**src/inc/radio_mode_pkg.sv**
```systemverilog
// Constants shared by the radio mode control register bank.
// Assumes an 8-bit register space addressed by a 10-bit index.
package radio_mode_pkg;

  localparam int ADDR_W = 10;
  localparam int DATA_W = 8;
  localparam int TRIM_W = 7;
  localparam int LOCK_W = 16;

  localparam logic [ADDR_W-1:0] PHASE_TRIM_OFFSET = 10'h118;
  localparam logic [ADDR_W-1:0] AMPLITUDE_TRIM_OFFSET = 10'h119;
  localparam logic [ADDR_W-1:0] MODE_CONTROL_OFFSET = 10'h11a;

  localparam int SMART_WAKE_BIT = 7;
  localparam int IF_CAL_BIT = 6;
  localparam int RSSI_QUAL_BIT = 5;
  localparam int TX_TO_RX_BIT = 4;
  localparam int RX_TO_TX_BIT = 3;
  localparam int CUSTOM_LOCK_BIT = 2;
  localparam int EXT_LNA_BIT = 1;
  localparam int EXT_PA_BIT = 0;

  localparam logic [TRIM_W-1:0] TRIM_RESET = 7'h00;
  localparam logic [DATA_W-1:0] MODE_CONTROL_RESET = 8'h00;
  localparam logic [DATA_W-1:0] READ_DATA_RESET = 8'h00;
  localparam logic [DATA_W-1:0] UNMAPPED_READ = 8'h00;
  localparam logic [LOCK_W-1:0] DEFAULT_LOCK_TIME = 16'h0000;

  typedef enum logic [2:0] {
    RADIO_SLEEP = 3'b000,
    RADIO_OFF_STATE = 3'b001,
    RADIO_ON_STATE = 3'b010,
    RECEIVE_STATE = 3'b011,
    TRANSMIT_STATE = 3'b100
  } radio_state_e;

endpackage

```
**src/design/amp_pin_driver.sv**
```systemverilog
// Drives one external amplifier enable onto a shared test pin.
// Assumes the radio state comes from logic on the same clock.
`timescale 1ns/1ps
module amp_pin_driver
  import radio_mode_pkg::*;
(
  input wire logic ref_clk,
  input wire logic reset_n,
  input wire logic driveEnable,
  input wire radio_state_e radioState,
  input wire radio_state_e activeState,
  output logic pinOut,
  output logic pinOe
);

  logic pinOut_nxt;
  logic pinOe_nxt;

  always_comb begin
    // Released pin stays free for its other uses
    pinOe_nxt = driveEnable;
    pinOut_nxt = driveEnable && (radioState == activeState);
  end

  always_ff @(posedge ref_clk) begin
    if (!reset_n) begin
      pinOut <= 1'b0;
      pinOe <= 1'b0;
    end else begin
      pinOut <= pinOut_nxt;
      pinOe <= pinOe_nxt;
    end
  end

endmodule

```
**src/design/radio_mode_control_regs.sv**
```systemverilog
// Image-rejection trim and radio mode control register bank.
// Assumes a single-cycle register port and a radio state machine
// on the same clock that reports its state and packet events.
// Function
// The phase trim register's low seven bits drive the I/Q phase correction, bit 7 is zero.
// The amplitude trim register's low seven bits drive the I/Q amplitude correction.
// Mode control bit 7 turns smart wake operation on or off.
// With bit 6 set, each off-to-on transition starts an IF filter calibration.
// Mode control bit 5 turns RSSI qualification in low-power smart wake on or off.
// With bit 4 set, a finished packet transmission leads straight into receive.
// With bit 3 set, a valid received packet leads straight into transmit.
// Both automatic turnarounds act only in packet mode.
// Bit 2 picks the custom synthesizer lock time over the default one.
// With bit 1 set, the LNA test pin is high in receive and low in other awake states.
// With bit 0 set, the PA test pin is high in transmit and low in other awake states.
// With an amplifier bit clear, its test pin is not driven by this block.
`timescale 1ns/1ps
module radio_mode_control_regs
  import radio_mode_pkg::*;
#(
  parameter logic [LOCK_W-1:0] DEFAULT_LOCK = DEFAULT_LOCK_TIME
) (
  input wire logic ref_clk,
  input wire logic reset_n,
  input wire logic [ADDR_W-1:0] regAddr,
  input wire logic regWrEn,
  input wire logic [DATA_W-1:0] regWrData,
  input wire logic regRdEn,
  output logic [DATA_W-1:0] regRdData,
  input wire radio_state_e radioState,
  input wire logic packetMode,
  input wire logic txPacketDone,
  input wire logic rxPacketValid,
  input wire logic [LOCK_W-1:0] customLockTime,
  output logic [TRIM_W-1:0] phaseTrim,
  output logic [TRIM_W-1:0] amplitudeTrim,
  output logic smartWakeEnable,
  output logic lowPowerRssiQualify,
  output logic ifFilterCalStart,
  output logic autoEnterReceive,
  output logic autoEnterTransmit,
  output logic [LOCK_W-1:0] synthLockTime,
  output logic testPinLnaOut,
  output logic testPinLnaOe,
  output logic testPinPaOut,
  output logic testPinPaOe
);

  logic [TRIM_W-1:0] phaseTrim_r;
  logic [TRIM_W-1:0] phaseTrim_nxt;
  logic [TRIM_W-1:0] amplitudeTrim_r;
  logic [TRIM_W-1:0] amplitudeTrim_nxt;
  logic [DATA_W-1:0] modeControl_r;
  logic [DATA_W-1:0] modeControl_nxt;
  logic [DATA_W-1:0] regRdData_nxt;

  radio_state_e prevState_r;
  radio_state_e prevState_nxt;
  logic smartWakeEnable_nxt;
  logic lowPowerRssiQualify_nxt;
  logic ifFilterCalStart_nxt;
  logic autoEnterReceive_nxt;
  logic autoEnterTransmit_nxt;
  logic [LOCK_W-1:0] synthLockTime_nxt;

  logic wrPhase;
  logic wrAmplitude;
  logic wrMode;

  function automatic logic hit(input logic [ADDR_W-1:0] addr, input logic [ADDR_W-1:0] offset);
    hit = (addr == offset);
  endfunction

  function automatic logic in_state(input radio_state_e state, input radio_state_e wanted);
    in_state = (state == wanted);
  endfunction

  // Reserved top bit of a trim register always reads zero
  function automatic logic [DATA_W-1:0] trim_readback(input logic [TRIM_W-1:0] trim);
    trim_readback = {{(DATA_W-TRIM_W){1'b0}}, trim};
  endfunction

  // Write strobes per register
  always_comb begin
    wrPhase = regWrEn && hit(regAddr, PHASE_TRIM_OFFSET);
    wrAmplitude = regWrEn && hit(regAddr, AMPLITUDE_TRIM_OFFSET);
    wrMode = regWrEn && hit(regAddr, MODE_CONTROL_OFFSET);
  end

  // Trim registers
  always_comb begin
    phaseTrim_nxt = phaseTrim_r;
    amplitudeTrim_nxt = amplitudeTrim_r;
    if (wrPhase) begin
      phaseTrim_nxt = regWrData[TRIM_W-1:0];
    end
    if (wrAmplitude) begin
      amplitudeTrim_nxt = regWrData[TRIM_W-1:0];
    end
  end

  always_ff @(posedge ref_clk) begin
    if (!reset_n) begin
      phaseTrim_r <= TRIM_RESET;
      amplitudeTrim_r <= TRIM_RESET;
    end else begin
      phaseTrim_r <= phaseTrim_nxt;
      amplitudeTrim_r <= amplitudeTrim_nxt;
    end
  end

  // Mode control register
  always_comb begin
    modeControl_nxt = modeControl_r;
    if (wrMode) begin
      modeControl_nxt = regWrData;
    end
  end

  always_ff @(posedge ref_clk) begin
    if (!reset_n) begin
      modeControl_r <= MODE_CONTROL_RESET;
    end else begin
      modeControl_r <= modeControl_nxt;
    end
  end

  // Read data holds between reads; a same-cycle write is not yet seen
  always_comb begin
    regRdData_nxt = regRdData;
    if (regRdEn) begin
      if (hit(regAddr, PHASE_TRIM_OFFSET)) begin
        regRdData_nxt = trim_readback(phaseTrim_r);
      end else if (hit(regAddr, AMPLITUDE_TRIM_OFFSET)) begin
        regRdData_nxt = trim_readback(amplitudeTrim_r);
      end else if (hit(regAddr, MODE_CONTROL_OFFSET)) begin
        regRdData_nxt = modeControl_r;
      end else begin
        regRdData_nxt = UNMAPPED_READ;
      end
    end
  end

  always_ff @(posedge ref_clk) begin
    if (!reset_n) begin
      regRdData <= READ_DATA_RESET;
    end else begin
      regRdData <= regRdData_nxt;
    end
  end

  // Radio state one cycle back, for the off-to-on edge
  always_comb begin
    prevState_nxt = radioState;
  end

  always_ff @(posedge ref_clk) begin
    if (!reset_n) begin
      prevState_r <= RADIO_SLEEP;
    end else begin
      prevState_r <= prevState_nxt;
    end
  end

  // Mode decisions toward the radio state machine
  always_comb begin
    smartWakeEnable_nxt = modeControl_nxt[SMART_WAKE_BIT];
    lowPowerRssiQualify_nxt = modeControl_nxt[RSSI_QUAL_BIT];
    ifFilterCalStart_nxt = modeControl_r[IF_CAL_BIT] && in_state(prevState_r, RADIO_OFF_STATE)
      && in_state(radioState, RADIO_ON_STATE);
    // Turnarounds are gated by packet mode
    autoEnterReceive_nxt = modeControl_r[TX_TO_RX_BIT] && packetMode
      && txPacketDone && in_state(radioState, TRANSMIT_STATE);
    autoEnterTransmit_nxt = modeControl_r[RX_TO_TX_BIT] && packetMode
      && rxPacketValid && in_state(radioState, RECEIVE_STATE);
    synthLockTime_nxt = modeControl_r[CUSTOM_LOCK_BIT] ? customLockTime : DEFAULT_LOCK;
  end

  always_ff @(posedge ref_clk) begin
    if (!reset_n) begin
      phaseTrim <= TRIM_RESET;
      amplitudeTrim <= TRIM_RESET;
      smartWakeEnable <= 1'b0;
      lowPowerRssiQualify <= 1'b0;
      ifFilterCalStart <= 1'b0;
      autoEnterReceive <= 1'b0;
      autoEnterTransmit <= 1'b0;
      synthLockTime <= DEFAULT_LOCK;
    end else begin
      phaseTrim <= phaseTrim_nxt;
      amplitudeTrim <= amplitudeTrim_nxt;
      smartWakeEnable <= smartWakeEnable_nxt;
      lowPowerRssiQualify <= lowPowerRssiQualify_nxt;
      ifFilterCalStart <= ifFilterCalStart_nxt;
      autoEnterReceive <= autoEnterReceive_nxt;
      autoEnterTransmit <= autoEnterTransmit_nxt;
      synthLockTime <= synthLockTime_nxt;
    end
  end

  // Amplifier enables on the shared test pins
  amp_pin_driver lnaPin (
    .ref_clk(ref_clk),
    .reset_n(reset_n),
    .driveEnable(modeControl_r[EXT_LNA_BIT]),
    .radioState(radioState),
    .activeState(RECEIVE_STATE),
    .pinOut(testPinLnaOut),
    .pinOe(testPinLnaOe)
  );

  amp_pin_driver paPin (
    .ref_clk(ref_clk),
    .reset_n(reset_n),
    .driveEnable(modeControl_r[EXT_PA_BIT]),
    .radioState(radioState),
    .activeState(TRANSMIT_STATE),
    .pinOut(testPinPaOut),
    .pinOe(testPinPaOe)
  );

endmodule

```
**config.mk**
```make
export PLATFORM = sky130hd
export DESIGN_NAME = radio_mode_control_regs
export DESIGN_NICKNAME = d
export VERILOG_FILES = /design/src/inc/radio_mode_pkg.sv /design/src/design/amp_pin_driver.sv /design/src/design/radio_mode_control_regs.sv
export SDC_FILE = /design/constraint.sdc
export NUM_CORES = 1
export LEC_CHECK = 0
export BUFFER_PORTS_ARGS = -buffer_cell sky130_fd_sc_hd__buf_2
export CORE_AREA = 10 10 78 80
export CTS_BUF_LIST = sky130_fd_sc_hd__clkbuf_4
export DETAILED_ROUTE_END_ITERATION = 6
export DIE_AREA = 0 0 88 90
export PLACE_DENSITY = 0.78
export SLEW_MARGIN = 20
export SYNTH_ARGS = -nofsm -noshare
export SYNTH_HDL_FRONTEND = slang
export SYNTH_HIERARCHICAL = 1
export SYNTH_SLANG_ARGS = --single-unit
export TNS_END_PERCENT = 100
```
**constraint.sdc**
```tcl
create_clock -name ref_clk -period 1.4 [get_ports ref_clk]
set_input_delay 0.07 -clock ref_clk [delete_from_list [all_inputs] [get_ports ref_clk]]
set_output_delay 0.07 -clock ref_clk [all_outputs]
set_load 0.03 [all_outputs]
```
Word level (Yosys, flattened, before mapping). Index checks and enable logic that the tools add are counted.

Equal/unequal tests: 7. Multiplexer cells: 4. Reduce and logical (&&, ||, !) cells: 14.

Operator list (number): two-way mux 8 bit (4); == test 10 x 9 -> 1 bit, second input constant (3); logical AND 1 bit (13); == test 3 x 2 -> 1 bit, second input constant (2); == test 3 x 1 -> 1 bit, second input constant (1); == test 3 bit, second input constant (1); AND reduction 2 bit (1).

Register bits after elaboration: 58. Input port bits: 44. Output and inout port bits: 47. Word-level logic and storage cells: 41.

Depth between registers and ports, before layout. Gate-level depths: netlist of run 1.

Depth in word-level cells: 4. Depth in mapped cells: 5.

Cells and area by module. The synthesis of run 1 kept the hierarchy.

Modules (own cells, without submodules): radio_mode_control_regs (instances 1, cells each 192, area an instance 1973.1 µm², sequential area each 1041.0 µm²); amp_pin_driver (instances 2, cells each 7, area an instance 83.8 µm², sequential area each 40.0 µm²).

Least setup slack after synthesis of run 1. No wires, ideal clock.

Path kind: input -> register. Start: input port regAddr[0]. End: register modeControl_r[0]. Library setup time: 0.127 ns. Arrival time: 1.082 ns. Required time: 1.273 ns. Setup slack: 0.191 ns. Stages: 5. Cell sequence: buf_2 nor2b_1 clkbuf_1 nand4_2 mux2i_1.

Longest elaborated chain between the ends: 2.

RTL lines: start, declared (RTL line radio_mode_control_regs.sv:25) `input wire logic [ADDR_W-1:0] regAddr,`; == test 10 x 9 -> 1 bit (RTL line radio_mode_control_regs.sv:71) `hit = (addr == offset);`; logical AND 1 bit (RTL line radio_mode_control_regs.sv:87) `wrMode = regWrEn && hit(regAddr, MODE_CONTROL_OFFSET);`; end signal, assigned (RTL line radio_mode_control_regs.sv:124) `modeControl_r <= modeControl_nxt;`; end, declared (RTL line radio_mode_control_regs.sv:53) `logic [DATA_W-1:0] modeControl_r;`.

No other way between the ends. A chain may end at the register's enable or synchronous reset.

Worst setup path in the final report of run 1.
Start: input port radioState[0]. End: register autoEnterReceive.

Longest elaborated chain between the ends: 2.

RTL lines: start, declared (RTL line radio_mode_control_regs.sv:30) `input wire radio_state_e radioState,`; == test 3 bit (RTL line radio_mode_control_regs.sv:75) `in_state = (state == wanted);`; logical AND 1 bit (RTL line radio_mode_control_regs.sv:173) `&& txPacketDone && in_state(radioState, TRANSMIT_STATE);`; end signal, assigned (RTL line radio_mode_control_regs.sv:195) `autoEnterReceive <= autoEnterReceive_nxt;`; end, declared (RTL line radio_mode_control_regs.sv:40) `output logic autoEnterReceive,`.

No other way between the ends.

==> results of run 1 <==
[worst register-to-register path: stages (launching register included)]
cell and delay [ns]:
dfxtp_1 0.40, nor4b_1 0.23, dlygate4sd3_1 0.58
[layer usage]
layer  vias up  global-route usage  part of all wire
li1        971                   -                 -
met2        73              0.2275              0.45
met5         -                   0                 0
met1       883              0.1864              0.46
met4         0             0.03590            0.0088
met3         5             0.05505             0.086
[power by group through the flow]
stage | clock network (mW) | registers (mW) | logic [mW]
5_1_grt | 0.942 | 1.62 | 0.312
3_3_place_gp | 0 | 1.65 | 0.219
2_1_floorplan | 0 | 1.67 | 0.0927
3_5_place_dp | 0 | 1.65 | 0.224
4_1_cts | 0.886 | 1.61 | 0.283
6_report | 0.872 | 1.61 | 0.284
[synth_stat cells (2+ instances only)]
master	instances
nand4_1	9
o21ai_0	7
nand2_1	31
and3_1	16
dfxtp_1	56
conb_1	2
and4_1	2
a31oi_1	7
mux2i_1	22
and2_1	3
nand4_2	3
xnor2_1	6
mux2_2	7
and2_4	2
nor2b_1	2
nand4b_1	7
buf_2	3
clkbuf_1	10
[cell families (layout without fill, tap and decap cells)]
family          count (synthesis)  after routing  share of synthesized area
mux                            29             29                     0.1397
flops                          56             56                     0.5237
compound gates                 15             15                    0.04033
xor+xnor                        6              6                    0.02455
other cells                     2              6                   0.003508
simple gates                   84             84                     0.2420
buf+inv                        14            134                    0.02630
[sequential cells by signal, summed over array words and instances, names as in the netlist]
| register | flops |
|---|---|
| modeControl_r | 8 |
| lnaPin/pinOe | 1 |
| ifFilterCalStart | 1 |
| amplitudeTrim | 7 |
| autoEnterReceive | 1 |
| regRdData | 8 |
| lnaPin/pinOut | 1 |
| prevState_r | 3 |
| paPin/pinOut | 1 |
| phaseTrim | 7 |
| synthLockTime | 16 |
| autoEnterTransmit | 1 |
| paPin/pinOe | 1 |
[how the worst max path moves through the flow]
stage / slack, ns / from / depth (start not counted) / endpoint
floorplan: 0.19 / regAddr[0] / 5 / modeControl_r[0]$_SDFFE_PN0P_
global route: 0.03 / radioState[0] / 4 / autoEnterReceive$_SDFF_PN0_
global placement: 0.13 / regAddr[2] / 4 / amplitudeTrim[1]$_SDFFE_PN0P_
CTS: 0.10 / radioState[1] / 5 / ifFilterCalStart$_SDFF_PN0_
finish: 0.08 / radioState[0] / 4 / autoEnterReceive$_SDFF_PN0_
detailed placement: 0.06 / regAddr[2] / 4 / phaseTrim[6]$_SDFFE_PN0P_
[cell type report]
class / count / area, µm²
multi-input combinational: 140 / 993.5
fill: 388 / 1545
clock buffer: 5 / 37.54
inverter: 1 / 3.754
timing repair buffer: 125 / 785.8
tap: 54 / 67.56
sequential: 56 / 1122
clock inverter: 3 / 42.54
[repair_timing]
| item | CTS | global route |
|---|---|---|
| resized for setup | 0 | 1 |
| endpoints found under the hold margin | 35 | 0 |
| endpoints found under the setup margin | 0 | 1 |
| hold buffers | 30 | 0 |
[through the flow]
step / std cells / hold slack (ns)
final: 384 / 0.01313
after global routing: 384 / 0.01299
after CTS: 385 / 0.005853
after detailed placement: 347 / 0.3108
after global placement: 347 / 0.3080
after floorplan: 210 / 0.1463
==> impl_metrics.tcl, run 1 <==
set metrics [dict create \
    grt_max_degree 24 \
    fmax_mhz 758.9 \
    avgSynthCellArea_um2 10.39 \
    finalNetCount 373 \
    grt_pass1_vias 1957 \
    max_stage_delay_ns 0.58 \
    total_power_mw 2.770 \
    fin_setup_tns_ns 0 \
    antenna_found_initial 0 \
    worst-path-buf-inv 3 \
    post_cts_buffers 0 \
    gp_congestion 0.7628 \
    cts_tree "done" \
    clkPwrFrac 0.315 \
    die_area_um2 7920 \
    reg2regPathDepth 2 \
    p_sw_frac 0.2322 \
    dp_hpwl_mm 4.304 \
    synth-edff-count 0 \
    cp_max_fo 6 \
    yosysUniqueCellTypes 29 \
    routed_wl_mm 6.011 \
    worstHoldPathCells 3 \
    tightest_slew_ns 0.5112 \
    worstSkewPairLatency_ns 0.37 \
    die_x_um 88 \
    worst_slack_ns 0.08231 \
    final_cell_area_um2 3053 \
    post-route-period-util 0.9412 \
    path_class "input port to flop" \
    path_delay_family "buffers and inverters" \
    ys_ff_latch 56 \
    status "finished clean" \
    drv_cap 0 \
    placement.io_buffers 90 \
    leakage_nw 1.615 \
    clock_skew_ns 0.008073 \
    syn_inst 206 \
    crit_path_frequent_cell "dlygate4sd3_1" \
    grt_pass1_wl_mm 9.639 \
    start_util 0.4656 \
    numCtsBuffers 5 \
    firstDrtPassIters 4 \
    path_cells "dlygate4sd3_1, buf_2, nor4b_1, dlygate4sd3_1" \
    clk_pin_slew_ns 0.15 \
    worstPathArrival_ns 1.65 \
    ys.flop_type "dfxtp_1" \
    synthArstFlopShare 0 \
    yosysWarningCount 6 \
    combPwrFrac 0.102 \
    ant_nets 0 \
    place_ws_ns 0.05930 \
    cts_root_buf "clkbuf_4" \
    cts.sinks 56 \
    grtUsageTotal 0.1470 \
    post_drt_wl_per_cell_um 15.65 \
    first_iter_violations 68 \
    detail_route.vias_per_cell 5.031 \
    synth_top_area_share 0.5237 \
    boundaryPins 91 \
    htree_levels 2 \
    rsz0062_at_grt "false" \
    final_cell_mix "buf_2, dfxtp_1, nand2_1, dlygate4sd3_1, mux2i_1" \
    ys_seq_area_frac 0.5237 \
    final_core_util 0.6639 \
    num_vias 1932 \
    setup_viol 0 \
    layout-drive-gt1-share 0.3606 \
    r2r-end "autoEnterReceive$_SDFF_PN0_" \
    p_seq_frac 0.583 \
    p_int_mw 2.127 \
    worstHoldStart "regWrData[0]" \
    hp-class "input port to flop" \
    rrSetupSlack_ns 0.14 \
    synth_top_cell_by_area "dfxtp_1" \
    grt_overflow 0 \
    cp-end-kind "flop" \
    drv_slew 0 \
    required_ns 1.73 \
    hold_viol_final 0 \
    die_h_um 90 \
    synth_area_leaders "dfxtp_1, mux2i_1, nand2_1, and3_1, mux2_2" \
    cts_buffer_depth 2 \
    core_area_um2 4598 \
    hold_end "amplitudeTrim[0]$_SDFFE_PN0P_" \
    layout_commonest_cell "buf_2" \
    dpl_cell_area_um2 2681 \
    reg2reg_from "modeControl_r[4]$_SDFFE_PN0P_" \
    vdd_drop_max_v 0.0006622 \
    fin_crit_ns 1.318 \
    rows 25 \
    powerDensity_nw_per_um2 907.3 \
    slew-limit-headroom 0.6587 \
    worst_path_max_delay_cell "dlygate4sd3_1" \
    p_switching_mw 0.6433 \
    area_growth_syn_to_layout_pct 42.61 \
    cp-start-kind "input port" \
    drc 0 \
    syn_area_um2 2141 \
    diodes 0 \
]
(Power assumes the default switching activity.)
==> run 2: changes to the inputs <==
Settings changed: CORE_AREA 10 10 78 80 to 10 10 77 79, DIE_AREA 0 0 88 90 to 0 0 87 89, SYNTH_HIERARCHICAL 1 to default.
==> run 2 against run 1 <==
Area after synthesis is 3.9% lower; register-to-register slack better by 0.04 ns; core utilization fell by 1.0 points; sequential power about the same; combinational power down 19%; count of clock-buffer cells in the layout is 1 higher; final cell count down 3.1%; clock power decreased by 23%; critical endpoint is now autoEnterTransmit$_SDFF_PN0_; highest routed layer unchanged.
==> impl_metrics.tcl, run 2 <==
set metrics [dict create \
    hp-class "input port to flop" \
    drv_cap 0 \
    ys_ff_latch 56 \
    synth.most_common_cell "dfxtp_1" \
    tightest_slew_ns 0.4891 \
    r2r-end "autoEnterTransmit$_SDFF_PN0_" \
    ys_seq_area_frac 0.5447 \
    grt_overflow 0 \
    cp_max_fo 3 \
    core_area_um2 4536 \
    ant_nets 0 \
    clkPwrFrac 0.268 \
    routed_wl_mm 6.178 \
    worst_slack_ns 0.1779 \
    path_class "flop to flop" \
    powerDensity_nw_per_um2 842.5 \
    combPwrFrac 0.092 \
    hold_end "regRdData[3]$_SDFFE_PN0P_" \
    gp_congestion 0.7568 \
    rrSetupSlack_ns 0.18 \
    grtUsageTotal 0.1609 \
    numCtsBuffers 5 \
    p_switching_mw 0.5681 \
    final_cell_mix "buf_2, dfxtp_1, nand2_1, dlygate4sd3_1, mux2i_1" \
    worstHoldStart "regRdEn" \
    cp-end-kind "flop" \
    synth_top_family_by_area "simple AND/OR/NAND/NOR gates" \
    finalNetCount 361 \
    cts.sinks 56 \
    synthTopCellsByCount "dfxtp_1, nand2_1, mux2i_1, and3_1, clkbuf_1" \
    required_ns 1.73 \
    synthMuxAreaShare 0.1453 \
    rsz0062_at_grt "false" \
    avgSynthCellArea_um2 10.72 \
    synthArstFlopShare 0 \
    grtUsageMet2 0.2958 \
    syn_area_um2 2058 \
    boundaryPins 91 \
    max_stage_delay_ns 0.61 \
    cts_buffer_depth 2 \
    detail_route.vias_per_cell 5.030 \
    synth_xor_area_frac 0 \
    yosysWarningCount 0 \
    final_core_util 0.6538 \
    top_regs "synthLockTime: 16 flops, modeControl_r: 8 flops, regRdData: 8 flops" \
    grt_max_degree 28 \
    fin_setup_tns_ns 0 \
    fin_crit_ns 1.222 \
    cts_tree "done" \
    p_sw_frac 0.2274 \
    largest_reg_flops 16 \
    largest_register "synthLockTime" \
    reg2reg_from "modeControl_r[3]$_SDFFE_PN0P_" \
    layout-drive-gt1-share 0.3691 \
    drv_slew 0 \
    start_util 0.4538 \
    layout_commonest_cell "buf_2" \
    met1_usage 0.1634 \
    p_seq_frac 0.640 \
    gr-usage-met3 0.05196 \
    post-route-period-util 0.8730 \
    slew-limit-headroom 0.6739 \
    clock_skew_ns 0.01337 \
    cts_root_buf "clkbuf_4" \
    path_cells "nand4_1, dlygate4sd3_1, nor2_1" \
    status "finished clean" \
    synth_top_cell_by_area "dfxtp_1" \
    drc 0 \
    clk_pin_slew_ns 0.15 \
    hold_viol_final 0 \
    antenna_found_initial 1 \
    leakage_nw 1.587 \
    vdd_drop_max_v 0.0004883 \
    fmax_mhz 818.2 \
    syn_inst 192 \
    cp-start-kind "flop" \
    die_h_um 89 \
    post_cts_buffers 0 \
    grt_pass1_wl_mm 9.701 \
    num_vias 1871 \
    synth_area_leaders "dfxtp_1, mux2i_1, nand2_1, and3_1, mux2_2" \
    post_drt_wl_per_cell_um 16.61 \
    htree_levels 2 \
    die_area_um2 7743 \
    synth-edff-count 0 \
    first_iter_violations 171 \
    worst_path_max_delay_cell "dlygate4sd3_1" \
    grt_busiest_layer "met2" \
    firstDrtPassIters 4 \
    place_ws_ns 0.1472 \
    rows 25 \
    worstHoldPathCells 3 \
    synth-simple-area-share 0.2146 \
    grt_pass1_vias 1939 \
    placement.io_buffers 90 \
    p_int_mw 1.930 \
    synth_compound_area_frac 0.06748 \
    ys.flop_type "dfxtp_1" \
    area_growth_syn_to_layout_pct 44.07 \
    fillers 369 \
    die_x_um 87 \
    reg2regPathDepth 3 \
    setup_viol 0 \
    synth_fa_ha_area_frac 0 \
    synth_nets 236 \
    worstPathArrival_ns 1.55 \
    hold_ws_ns 0.07897 \
    dp_hpwl_mm 4.275 \
    synth_top_area_share 0.5447 \
    yosysUniqueCellTypes 24 \
    worstSkewPairLatency_ns 0.37 \
]
==> run 2: changes by cell type after synthesis, sizes merged, moves of 2 or more <==
cell / change
a211oi: +7
a222oi: +7
a31oi: -7
and2: -2
and4: -2
buf: -2
conb: -2
inv: +4
nand2: +7
nand4: -7
nand4b: -7
nor2: +5
o21ai: -7
xnor2: -6
==> run 2: cell type report <==
class	count	area, µm²	share of cell area
Antenna cell	1	2.502	0.0008439
Tap cell	54	67.56	0.02278
Clock inverter	1	5.005	0.001688
Multi-Input combinational cell	121	879.6	0.2966
Timing Repair Buffer	128	825.8	0.2785
Inverter	5	18.77	0.006329
Clock buffer	6	45.04	0.01519
Sequential cell	56	1121	0.3781
==> run 2: stage by stage <==
stage / cells / area (µm²) / total power, mW
final: 372 / 2965 / 2.498
after detailed placement: 333 / 2603 / 1.796
after CTS: 370 / 2953 / 2.501
after global placement: 333 / 2603 / 1.792
after global routing: 372 / 2965 / 2.595
after floorplan: 192 / 2058 / 1.703
==> run 2: worst max-delay path by stage <==
stage / startpoint / endpoint / slack, ns / cells past startpoint
after floorplan: amplitudeTrim[6]$_SDFFE_PN0P_ / regRdData[6]$_SDFFE_PN0P_ / 0.22 / 3
after global placement: regAddr[5] / regRdData[7]$_SDFFE_PN0P_ / 0.17 / 4
after detailed placement: regAddr[5] / regRdData[7]$_SDFFE_PN0P_ / 0.15 / 4
after CTS: modeControl_r[4]$_SDFFE_PN0P_ / autoEnterReceive$_SDFF_PN0_ / 0.20 / 3
after global routing: modeControl_r[4]$_SDFFE_PN0P_ / autoEnterReceive$_SDFF_PN0_ / 0.09 / 3
final: modeControl_r[3]$_SDFFE_PN0P_ / autoEnterTransmit$_SDFF_PN0_ / 0.18 / 3
==> run 2: power by group through the flow <==
stage	Combinational, mW	Clock, mW	Sequential, mW
after floorplan	0.0685	0	1.63
after global placement	0.157	0	1.63
after detailed placement	0.161	0	1.63
after CTS	0.223	0.678	1.60
after global routing	0.249	0.744	1.60
final	0.230	0.669	1.60
==> run 2: what timing repair did <==
action,CTS,global route
hold buffers,30,1
resized for setup,0,0
hold endpoints to repair,41,1
==> run 2: cells by family (layout without fill, tap and decap cells) <==
kind of cell | after synthesis | count (layout)
simple gates | 77 | 77
flops | 56 | 56
mux | 29 | 29
compound gates | 15 | 15
buf+inv | 15 | 140
other cells | 0 | 1
==> run 2: critical path: cells and delay by family (launching register included) <==
kind	cells	cell delay [ns]
buf+inv	1	0.61
simple gates	2	0.19
flops	1	0.39
==> run 2: metal layers <==
metal | up-vias | part of all wire
met4 | 0 | 0.025
li1 | 928 | -
met1 | 873 | 0.37
met5 | - | 0
met3 | 12 | 0.067
met2 | 58 | 0.53
==> run 3: changes to the inputs <==
Settings changed: CORE_AREA 10 10 77 79 to 10 10 78 80, DIE_AREA 0 0 87 89 to 0 0 88 90, GPL_TIMING_DRIVEN from default to 0, SYNTH_HIERARCHICAL from default to 1.
==> run 3 against run 2 <==
Clock skew grew 0.0011 ns; combinational power increased by 27%; non-clock buffer count up 7; die area up 2.3%; count of clock-buffer cells in the layout down 1; global-route usage increased by 0.21 points; core utilization is 2.0 points higher; via count increased by 6.4%; critical endpoint is now ifFilterCalStart$_SDFF_PN0_; highest routed layer unchanged.
==> impl_metrics.tcl, run 3 (synthesis results as in run 1) <==
set metrics [dict create \
    grt_pass1_wl_mm 10.52 \
    post_cts_buffers 0 \
    clk_pin_slew_ns 0.15 \
    die_h_um 90 \
    post_drt_wl_per_cell_um 15.99 \
    placement.io_buffers 89 \
    hold_viol_final 0 \
    fillers 369 \
    rows 25 \
    grtUsageTotal 0.1630 \
    fin_setup_tns_ns 0 \
    grt_busiest_layer "met2" \
    worstPathArrival_ns 1.64 \
    rsz0062_at_grt "false" \
    leakage_nw 1.618 \
    drv_cap 0 \
    final_cell_mix "buf_2, dfxtp_1, dlygate4sd3_1, nand2_1, mux2i_1" \
    worst_slack_ns 0.09226 \
    worstSkewPairLatency_ns 0.38 \
    grt_pass1_vias 2163 \
    status "finished clean" \
    post-route-period-util 0.9341 \
    seq_area_um2 1122 \
    ant_nets 0 \
    cp_max_fo 4 \
    routed_wl_mm 6.300 \
    die_x_um 88 \
    diodes 0 \
    layout-drive-gt1-share 0.3382 \
    required_ns 1.73 \
    vdd_drop_max_v 0.0005288 \
    dp_hpwl_mm 4.539 \
    cp-end-kind "flop" \
    antenna_found_initial 0 \
    place_ws_ns -0.1269 \
    gr-usage-met3 0.05144 \
    largest_register "synthLockTime" \
    firstDrtPassIters 5 \
    gp_congestion 0.8133 \
    top_regs "synthLockTime: 16 flops, modeControl_r: 8 flops, regRdData: 8 flops" \
    finalNetCount 383 \
    drc 0 \
    start_util 0.4656 \
    fmax_mhz 764.7 \
    cp-start-kind "input port" \
    cts_root_buf "clkbuf_4" \
    cts.sinks 56 \
    cts_buffer_depth 2 \
    num_vias 1991 \
    powerDensity_nw_per_um2 908.8 \
    largest_reg_flops 16 \
    boundaryPins 91 \
    grt_max_degree 19 \
    multi_input_area_um2 984.7 \
    drv_slew 0 \
    fin_crit_ns 1.308 \
    met1_usage 0.2005 \
    grtUsageMet2 0.2658 \
    detail_route.vias_per_cell 5.053 \
    area_growth_syn_to_layout_pct 44.65 \
    path_class "input port to flop" \
    final_core_util 0.6735 \
    clock_skew_ns 0.01444 \
    setup_viol 0 \
    cts_tree "done" \
    die_area_um2 7920 \
    numCtsBuffers 5 \
    core_area_um2 4598 \
    hp-class "input port to flop" \
    grt_overflow 0 \
    layout_commonest_cell "buf_2" \
    slew-limit-headroom 0.6190 \
    tightest_slew_ns 0.5691 \
    first_iter_violations 56 \
    htree_levels 2 \
]
## run 3: cell count changes in the layout (fill, tap and decap cells not counted), sizes merged, moves of 3 or more
cell / previous run / this run
nand4: 5 / 12
conb: 0 / 6
inv: 5 / 2
clkbuf: 6 / 14
a31oi: 0 / 7
nand4b: 0 / 7
a211oi: 7 / 0
xnor2: 0 / 6
o21ai: 0 / 7
a222oi: 7 / 0
buf: 97 / 92
nand2: 38 / 31
dlygate4sd3: 31 / 34
nor2: 6 / 1
## run 3: area by class of cell
cell class                      count  area share
Buffer                             12     0.01576
Clock buffer                        5     0.01212
Clock inverter                      3     0.01495
Inverter                            1    0.001212
Multi-Input combinational cell    140      0.3180
Sequential cell                    56      0.3624
Tap cell                           54     0.02182
Timing Repair Buffer              123      0.2537
## run 3: per-layer routing
metal | up-vias | wire, µm
met1 | 907 | 2774
met2 | 83 | 2930
li1 | 992 | -
met5 | - | 0
met4 | 0 | 80
met3 | 9 | 515
## run 3: final timing paths
kind | to | slack (ns) | cells after the start | start
max reg2reg | autoEnterTransmit$_SDFF_PN0_ | 0.12 | 3 | modeControl_r[3]$_SDFFE_PN0P_
max | ifFilterCalStart$_SDFF_PN0_ | 0.09 | 5 | radioState[1]
min | regRdData[7]$_SDFFE_PN0P_ | 0.04 | 3 | regRdEn
min reg2reg | amplitudeTrim[0]$_SDFFE_PN0P_ | 0.48 | 2 | amplitudeTrim[0]$_SDFFE_PN0P_
## run 3: worst max-delay path, cell delays in order
cell and delay (ns):
dlygate4sd3_1 0.52, buf_2 0.16, nand2_1 0.11, nor4_2 0.22, dlygate4sd3_1 0.56
## run 3: timing repair
item                       in CTS  in global routing
hold buffers                   34                  0
hold endpoints to repair       42                  0
setup endpoints to repair       0                  1
resized for setup               0                  2
## run 3: per-stage QoR
stage	std cells	cell area (µm²)	hold slack, ns	power, mW
after floorplan	210	2156	0.1463	1.760
after global placement	353	2669	0.3075	1.865
after detailed placement	353	2669	0.3104	1.870
after CTS	395	3093	0.03105	2.825
after global routing	394	3097	0.06464	2.926
final	394	3097	0.03835	2.814
## run 3: where the power goes
| part | switching [mW] | internal [mW] | leakage (nW) | total [mW] |
|---|---|---|---|---|
| clock | 0.524 | 0.382 | 0.0418 | 0.906 |
| sequential | 0.00573 | 1.61 | 0.453 | 1.62 |
| combinational | 0.144 | 0.149 | 1.12 | 0.293 |
